`config.mk`:
```
export PLATFORM = sky130hd
export DESIGN_NAME = cse_state_regs
export DESIGN_NICKNAME = d
export VERILOG_FILES = /design/src/cse_pkg.sv /design/src/cse_state_regs.sv
export VERILOG_INCLUDE_DIRS = /design/src /design/src/src
export SDC_FILE = /design/constraint.sdc
export NUM_CORES = 2
export LEC_CHECK = 0
export BUFFER_PORTS_ARGS = -buffer_cell sky130_fd_sc_hd__clkbuf_2
export CAP_MARGIN = 20
export CORE_ASPECT_RATIO = 1.4
export CORE_MARGIN = 8
export CORE_UTILIZATION = 51
export CTS_BUF_LIST = sky130_fd_sc_hd__clkbuf_16
export DETAILED_ROUTE_END_ITERATION = 16
export PLACE_DENSITY = 0.66
export SLEW_MARGIN = 5
export SYNTH_ARGS = -nofsm -noshare
export SYNTH_HDL_FRONTEND = slang
export SYNTH_SLANG_ARGS = --single-unit
```
`constraint.sdc`:
```
create_clock -name sys_clk_i -period 6.85 [get_ports sys_clk_i]
set_input_delay 0.685 -clock sys_clk_i [delete_from_list [all_inputs] [get_ports sys_clk_i]]
set_output_delay 0.685 -clock sys_clk_i [all_outputs]
set_load 0.1 [all_outputs]
```
`src/cse_regs.svh`:
```
`ifndef CSE_REGS_SVH
`define CSE_REGS_SVH

// special-register indices of the move instructions
`define CSE_STATE_ADDR    11'h011
`define CSE_EPC_BASE      11'h020
`define CSE_EEA_BASE      11'h030
`define CSE_SST_BASE      11'h040

// state register field positions
`define CSE_SUPV          0
`define CSE_TICK_EN       1
`define CSE_IRQ_EN        2
`define CSE_DCACHE_EN     3
`define CSE_ICACHE_EN     4
`define CSE_DMMU_EN       5
`define CSE_IMMU_EN       6
`define CSE_LITTLE_EN     7
`define CSE_SHADOW_EN     8
`define CSE_FLAG          9
`define CSE_CARRY         10
`define CSE_RANGE         11
`define CSE_RANGE_TRAP    12
`define CSE_DSLOT         13
`define CSE_VEC_SEL       14
`define CSE_FIXED_ONE     15
`define CSE_USER_RD       16
`define CSE_CTX_HI        31
`define CSE_CTX_LO        28

// reset values and masks
`define CSE_STATE_RESET   32'h0000_8001
`define CSE_STATE_WMASK   32'hf001_7fff
`define CSE_STATE_FIXED   32'h0000_8000
`define CSE_SAVE_RESET    32'h0000_0000
`define CSE_VEC_LOW       32'h0000_0000
`define CSE_VEC_HIGH      32'hf000_0000

`endif

```
`src/cse_pkg.sv`:
```
`include "cse_regs.svh"

package cse_pkg;
    typedef logic [31:0] cse_word_t;
    typedef logic [10:0] cse_spr_addr_t;
    typedef enum logic [2:0] {
        CSE_K_NONE,
        CSE_K_STATE,
        CSE_K_EPC,
        CSE_K_EEA,
        CSE_K_SST
    } cse_kind_t;

    function automatic cse_kind_t cse_decode(input cse_spr_addr_t a);
        cse_kind_t k;
        k = CSE_K_NONE;
        if (a == `CSE_STATE_ADDR)
            k = CSE_K_STATE;
        else if (a[10:4] == 7'(`CSE_EPC_BASE >> 4))
            k = CSE_K_EPC;
        else if (a[10:4] == 7'(`CSE_EEA_BASE >> 4))
            k = CSE_K_EEA;
        else if (a[10:4] == 7'(`CSE_SST_BASE >> 4))
            k = CSE_K_SST;
        return k;
    endfunction
endpackage

```
`src/cse_state_regs.sv`:
```
// Behaviour
// RL1: 32-bit state register, moves only in supervisor
// RL2: supervisor bit resets to one
// RL3: tick exceptions recognised only when enabled
// RL4: interrupts recognised only when enabled
// RL5: cache enable bits reset to zero
// RL6: mmu enable bits reset to zero
// RL7: little endian bit selects byte order
// RL8: context enable increments context, uses shadows
// RL9: branch flag follows compare result
// RL10: carry bit follows arithmetic carry out
// RL11: overflow bit follows arithmetic overflow
// RL12: overflow raises range exception when enabled
// RL13: delay slot bit marks saved pc
// RL14: vector base bit selects high base
// RL15: fixed one bit always reads one
// RL16: user read flag opens some reads
// RL17: context id field resets to zero
// RL18: entry saves interrupted pc
// RL19: entry saves faulting effective address
// RL20: entry saves prior state register
// RL21: handler saves single set before re-enabling
// RL22: user reads fault address only if allowed
// RL23: reserved and fixed bits ignore writes
`timescale 1ns/1ps
`include "cse_regs.svh"

module cse_state_regs #(
    parameter int NSETS = 16
) (
    input  wire logic              sys_clk_i,     // core clock
    input  wire logic              reset_n_i,     // async reset, low
    input  wire logic              spr_re_i,      // move-from strobe
    input  wire logic              spr_we_i,      // move-to strobe
    input  wire cse_pkg::cse_spr_addr_t spr_addr_i, // special reg index
    input  wire cse_pkg::cse_word_t spr_wdata_i,  // move-to data
    input  wire logic              flag_we_i,     // compare done
    input  wire logic              flag_i,        // compare result
    input  wire logic              carry_we_i,    // arith done, carry
    input  wire logic              carry_i,       // carry out
    input  wire logic              ovf_we_i,      // arith done, overflow
    input  wire logic              ovf_i,         // overflow
    input  wire logic              tick_req_i,    // tick timer request
    input  wire logic              irq_req_i,     // external interrupt
    input  wire logic              exc_entry_i,   // exception entry
    input  wire cse_pkg::cse_word_t exc_pc_i,     // interrupted pc
    input  wire cse_pkg::cse_word_t exc_ea_i,     // faulting address
    input  wire logic              exc_ds_i,      // pc in delay slot
    output cse_pkg::cse_word_t     spr_rdata_o,   // move-from data
    output logic                   spr_err_o,     // access refused
    output cse_pkg::cse_word_t     state_o,       // state register
    output logic                   tick_take_o,   // tick recognised
    output logic                   irq_take_o,    // irq recognised
    output logic                   range_exc_o,   // range exception
    output cse_pkg::cse_word_t     vec_base_o,    // vector base
    output logic                   dcache_en_o,   // data cache on
    output logic                   icache_en_o,   // insn cache on
    output logic                   dmmu_en_o,     // data mmu on
    output logic                   immu_en_o,     // insn mmu on
    output logic                   little_end_o,  // lsb-first order
    output logic                   shadow_en_o    // shadow sets on
);
    import cse_pkg::*;

    localparam int IW = (NSETS > 1) ? $clog2(NSETS) : 1;
    // four index bits in the move address, so at most 16 save sets

    // ********************************
    // state
    // ********************************
    cse_word_t state_r, state_nxt;
    cse_word_t epc_r    [NSETS];
    cse_word_t epc_nxt  [NSETS];
    cse_word_t eea_r    [NSETS];
    cse_word_t eea_nxt  [NSETS];
    cse_word_t sst_r    [NSETS];
    cse_word_t sst_nxt  [NSETS];
    cse_word_t rdata_r, rdata_nxt;
    cse_word_t vec_r,   vec_nxt;
    logic      err_r,   err_nxt;
    logic      tick_r,  tick_nxt;
    logic      irq_r,   irq_nxt;
    logic      rexc_r,  rexc_nxt;

    cse_kind_t        kind;
    logic [3:0]       idx;
    logic [IW-1:0]    sel;
    logic [IW-1:0]    slot;
    logic [3:0]       cid_inc;
    logic             hit;
    logic             supv;
    logic             rd_ok;

    // ********************************
    // next values
    // ********************************
    always_comb begin
        state_nxt = state_r;
        epc_nxt   = epc_r;
        eea_nxt   = eea_r;
        sst_nxt   = sst_r;
        rdata_nxt = rdata_r;
        err_nxt   = 1'b0;
        kind      = cse_decode(spr_addr_i);
        idx       = spr_addr_i[3:0];
        sel       = idx[IW-1:0];
        cid_inc   = 4'(state_r[`CSE_CTX_HI:`CSE_CTX_LO] + 4'h1);
        supv      = state_r[`CSE_SUPV];
        hit       = (kind == CSE_K_STATE) ||
                    ((kind != CSE_K_NONE) && (int'(idx) < NSETS));
        // only the fault address opens to user reads
        rd_ok     = supv || ((kind == CSE_K_EEA) && state_r[`CSE_USER_RD]); // RL16 RL22
        // without shadow sets every exception reuses set zero
        slot      = state_r[`CSE_SHADOW_EN] ? cid_inc[IW-1:0] : '0; // RL8

        if (spr_re_i && hit) begin
            if (rd_ok) begin // RL1
                unique case (kind)
                    CSE_K_STATE: rdata_nxt = state_r;
                    CSE_K_EPC:   rdata_nxt = epc_r[sel];
                    CSE_K_EEA:   rdata_nxt = eea_r[sel];
                    CSE_K_SST:   rdata_nxt = sst_r[sel];
                    default:     rdata_nxt = '0;
                endcase
            end else begin
                rdata_nxt = '0;
                err_nxt   = 1'b1;
            end
        end else if (spr_re_i) begin
            rdata_nxt = '0;
        end

        if (spr_we_i && hit) begin
            if (supv) begin // RL1
                unique case (kind)
                    CSE_K_STATE: state_nxt = (spr_wdata_i & `CSE_STATE_WMASK) |
                                             `CSE_STATE_FIXED; // RL23
                    CSE_K_EPC:   epc_nxt[sel] = spr_wdata_i;
                    CSE_K_EEA:   eea_nxt[sel] = spr_wdata_i;
                    CSE_K_SST:   sst_nxt[sel] = spr_wdata_i;
                    default:     state_nxt = state_r;
                endcase
            end else begin
                err_nxt = 1'b1;
            end
        end

        // pipeline updates beat a same-cycle software write
        if (flag_we_i)
            state_nxt[`CSE_FLAG] = flag_i; // RL9
        if (carry_we_i)
            state_nxt[`CSE_CARRY] = carry_i; // RL10
        if (ovf_we_i)
            state_nxt[`CSE_RANGE] = ovf_i; // RL11

        // one set only without shadows: handler must empty it before re-arming
        if (exc_entry_i) begin
            epc_nxt[slot] = exc_pc_i; // RL18
            eea_nxt[slot] = exc_ea_i; // RL19
            sst_nxt[slot] = state_r; // RL20
            state_nxt[`CSE_DSLOT] = exc_ds_i; // RL13
            if (state_r[`CSE_SHADOW_EN])
                state_nxt[`CSE_CTX_HI:`CSE_CTX_LO] = cid_inc; // RL8 RL17
        end

        tick_nxt = tick_req_i & state_r[`CSE_TICK_EN]; // RL3
        irq_nxt  = irq_req_i & state_r[`CSE_IRQ_EN]; // RL4
        rexc_nxt = ovf_we_i & ovf_i & state_r[`CSE_RANGE_TRAP]; // RL12
        vec_nxt  = state_nxt[`CSE_VEC_SEL] ? `CSE_VEC_HIGH : `CSE_VEC_LOW; // RL14
    end

    // ********************************
    // registers
    // ********************************
    always_ff @(posedge sys_clk_i or negedge reset_n_i) begin
        if (!reset_n_i) begin
            state_r <= `CSE_STATE_RESET; // RL2 RL5 RL6 RL15 RL17
            rdata_r <= '0;
            vec_r   <= `CSE_VEC_LOW;
            err_r   <= 1'b0;
            tick_r  <= 1'b0;
            irq_r   <= 1'b0;
            rexc_r  <= 1'b0;
            for (int i = 0; i < NSETS; i++) begin
                epc_r[i] <= `CSE_SAVE_RESET;
                eea_r[i] <= `CSE_SAVE_RESET;
                sst_r[i] <= `CSE_SAVE_RESET;
            end
        end else begin
            state_r <= state_nxt;
            rdata_r <= rdata_nxt;
            vec_r   <= vec_nxt;
            err_r   <= err_nxt;
            tick_r  <= tick_nxt;
            irq_r   <= irq_nxt;
            rexc_r  <= rexc_nxt;
            epc_r   <= epc_nxt;
            eea_r   <= eea_nxt;
            sst_r   <= sst_nxt;
        end
    end

    // ********************************
    // outputs
    // ********************************
    assign state_o      = state_r;
    assign spr_rdata_o  = rdata_r;
    assign spr_err_o    = err_r;
    assign tick_take_o  = tick_r;
    assign irq_take_o   = irq_r;
    assign range_exc_o  = rexc_r;
    assign vec_base_o   = vec_r;
    assign dcache_en_o  = state_r[`CSE_DCACHE_EN]; // RL5
    assign icache_en_o  = state_r[`CSE_ICACHE_EN]; // RL5
    assign dmmu_en_o    = state_r[`CSE_DMMU_EN]; // RL6
    assign immu_en_o    = state_r[`CSE_IMMU_EN]; // RL6
    assign little_end_o = state_r[`CSE_LITTLE_EN]; // RL7
    assign shadow_en_o  = state_r[`CSE_SHADOW_EN]; // RL8

    logic quiet;
    assign quiet = !exc_entry_i && !flag_we_i && !carry_we_i && !ovf_we_i;
endmodule

```
==> summary.md <==
| Metric | Value |
|---|---|
| Status | completed |
| Vias in the first global route | 67800 |
| Final setup margin | 2.45 ns |
| Overall routed net length | 334000 um |
| Synth Instances | 8554 |
| Crit-path cells | and2_0 > nand3_2 > nor2_4 > buf_4 > nand2_1 > a31oi_1 |
| Crit path time final | 4.40 ns |
| Worst setup EP type | register |
| Mapped Area | 85600 sq um |
| CP required | 7.59 ns |
| Cells on worst reg2reg path | 6 |
| Cell variety after synth | 77 |
| Post-synth EDFFs | 0 |
| Final instance area | 92000 sq um |
| Footprint of the multi-input gates | 41300 sq um |
| Via count | 69500 |
| # DRC | 0 |
| Element type at the critical path start | register |
| First-pass GRT wire length | 482000 um |
| Synth warn | 0 |
| Fin. max-slew vios | 0 |
| Register bit count reported by yosys | 1592 |
| Peak supply drop | 270 uV |
| H-Tree Depth | 4 |
| FP Rows | 178 |
| Post-synthesis sequential area ratio | 0.465 |
| Design Power | 20.3 mW |
| Busiest grt layer | met2 |
| Hold/Removal Path Class | in -> reg |
| Total GRT Usage | 0.361 |
| Layout area overhead | 7.45% |
| Slowest CP cell | nor2_4 |
| DR iter-0 viols | 9940 |
| GR Layer Usage met1 | 0.441 |
| Period Utilization, post-route | 0.643 |
| Post-route ant nets | 0 |
| Die width | 362 um |
| Most frequent cells in the layout | dfrtp_1, nor2_1, mux2i_1 |
| P_leak | 39.5 nW |
| Worst setup path start | state_o[0] |
| Largest net degree at the start of global routing | 170 |
| Die boundary height | 501 um |
| Setup TNS | 0 ns |
| Max_cap viols | 0 |
| Post-Route Skew | 0.0417 ns |
| Wire per inst | 31.7 um |
| Total global routing overflow | 0 |
| Max stage delay on crit path | 1.17 ns |
| Final setup violation count | 0 |
| IO Port Bufs | 186 |
| Worst r2r src | state_o[0] |
| Clk Tree Root Cell | clkbuf_16 |
| DRT Pass-1 Iters | 10 |
| Max Clk Rate | 0.227 GHz |
| Main synth FF type | dfrtp_1 |
| FF-to-FF setup slack | 2.45 ns |
| Endpoints failing hold | 0 |
| Placed cell areas | 86800 sq um |
| Vias/cell | 6.60 |
| Die area | 181000 sq um |
| HPWL after DPL | 201000 um |
| CTS tree | built |
| Power Density | 220 nW/um^2 |
| RSZ-0062 raised after global routing | no |
| Routability cong. | 0.999 |
| CTS buffer count | 161 |
| Worst setup path end | sst_r[432] |
| FILL cells | 14600 |
| Initial antenna violation count | 26 |
| Data arrival, critical path | 5.14 ns |
| Post-synthesis average cell area | 10.0 sq um |
| Met2 Use GR | 0.522 |
| Layout cell share with drive strength beyond 1 | 0.133 |
| Pre-CTS WS | 2.27 ns |
| Sequential Area | 39800 sq um |
| Most common cell after layout, fill and taps aside | dfrtp_1 |
| Tightest Pin Transition | 1.36 ns |
| Worst-case clock buffer depth | 3 |
| Async SR Flop Fraction | 1.00 |
| Clk sinks | 1592 |
| Ports | 227 |
| Initial core utilization | 0.511 |
| Worst slew margin | 0.0893 |
| Met3 Use GR | 0.119 |
| Crit Path Category | reg -> reg |
| Core Region | 167000 sq um |
| Worst reg2reg endpoint | sst_r[432] |
| Critical path fanouts, max | 22 |
| Clk_lat worst skew | 0.84 ns |
| Layout Nets | 8261 |
| Worst-path clk slew | 0.06 ns |
worst max-delay path, delay by kind of cell, from the launching register on:
family,cells,cell delay [ns]
AOI/OAI and AO/OA,1,0.22
and+or+nand+nor,4,2.82
buffers and inverters,1,0.43
DFF,1,0.81
kinds of logic after synthesis:
kind of cell | Yosys count | synth area share
simple gates | 2690 | 0.130
compound gates | 1714 | 0.112
flops | 1592 | 0.465
mux | 1531 | 0.234
buf+inv | 1024 | 0.0585
other cells | 2 | 0.0000877
fa+ha+maj | 1 | 0.000146
synthesized netlist by cell type, drive strengths merged, types with 4 or more instances:
| library cell | n | area [sq um] |
|---|---|---|
| a31oi | 292 | 1830 |
| and2 | 10 | 62.6 |
| nand3 | 89 | 475 |
| o32a | 14 | 140 |
| nor3 | 14 | 96.4 |
| a22o | 7 | 61.3 |
| nand2 | 1149 | 4320 |
| o21ai | 19 | 95.1 |
| o2bb2ai | 10 | 87.6 |
| o32ai | 9 | 86.3 |
| o211ai | 15 | 113 |
| and4 | 5 | 43.8 |
| a221oi | 7 | 61.3 |
| o22ai | 116 | 726 |
| clkbuf | 604 | 2270 |
| o2111ai | 7 | 61.3 |
| nor4b | 5 | 80.1 |
| a32oi | 13 | 114 |
| buf | 415 | 2730 |
| a21oi | 1142 | 5720 |
| nand4 | 40 | 250 |
| nor2 | 1307 | 5290 |
| nor4 | 12 | 81.3 |
| nor2b | 20 | 125 |
| a22oi | 30 | 225 |
| mux4 | 380 | 8560 |
| mux2i | 1151 | 11500 |
| dfrtp | 1591 | 39800 |
| a211oi | 12 | 90.1 |
| o22a | 4 | 35.0 |
| nand2b | 8 | 50.1 |
| inv | 5 | 18.8 |
| and3 | 14 | 87.6 |
cell type report:
| cell class | instances | area share |
|---|---|---|
| Clock inverter | 124 | 0.0103 |
| Multi-Input combinational cell | 5976 | 0.449 |
| Sequential cell | 1592 | 0.433 |
| Timing Repair Buffer | 403 | 0.0322 |
| Inverter | 5 | 0.000204 |
| Antenna cell | 13 | 0.000354 |
| Tap cell | 2250 | 0.0306 |
| Clock buffer | 164 | 0.0446 |
state kept, by name, indices dropped and copies added, names as in the netlist:
register / count
spr_rdata_o: 32
range_exc_o: 1
tick_take_o: 1
eea_r: 512
state_o: 20
sst_r: 512
irq_take_o: 1
epc_r: 512
spr_err_o: 1
layer usage:
metal	up-vias	wire length (um)
met5	-	299
met4	26	32900
met3	1381	41600
met2	4914	142000
met1	34100	117000
li1	29100	-
stage by stage:
step	hold slack, ns	util	std cells
finish	0.0527	0.549	10500
global route	0.0438	0.549	10500
CTS	0.0148	0.549	10500
detailed placement	0.474	0.518	10200
global placement	0.469	0.518	10200
floorplan	0.389	-	8592
worst min path at each step:
stage | end | start | cells after the start
6_report | state_o[9] | flag_we_i | 2
2_1_floorplan | eea_r[0] | reset_n_i | 0
3_3_place_gp | sst_r[60] | sst_r[60] | 2
5_1_grt | state_o[9] | flag_we_i | 2
3_5_place_dp | spr_rdata_o[19] | spr_rdata_o[19] | 1
4_1_cts | state_o[9] | flag_we_i | 2
where the power goes:
part	leakage, nW	internal (mW)	switching, mW
clock network	2.57	4.79	3.97
logic	15.1	0.477	1.25
registers	21.9	9.63	0.151
total	39.5	14.9	5.37
repair_timing:
action	in CTS	in global routing
resized for setup	0	0
hold endpoints to repair	114	0
hold buffers	1	0
setup buffers	0	0
Note: power is estimated with default switching activity, not from simulation.
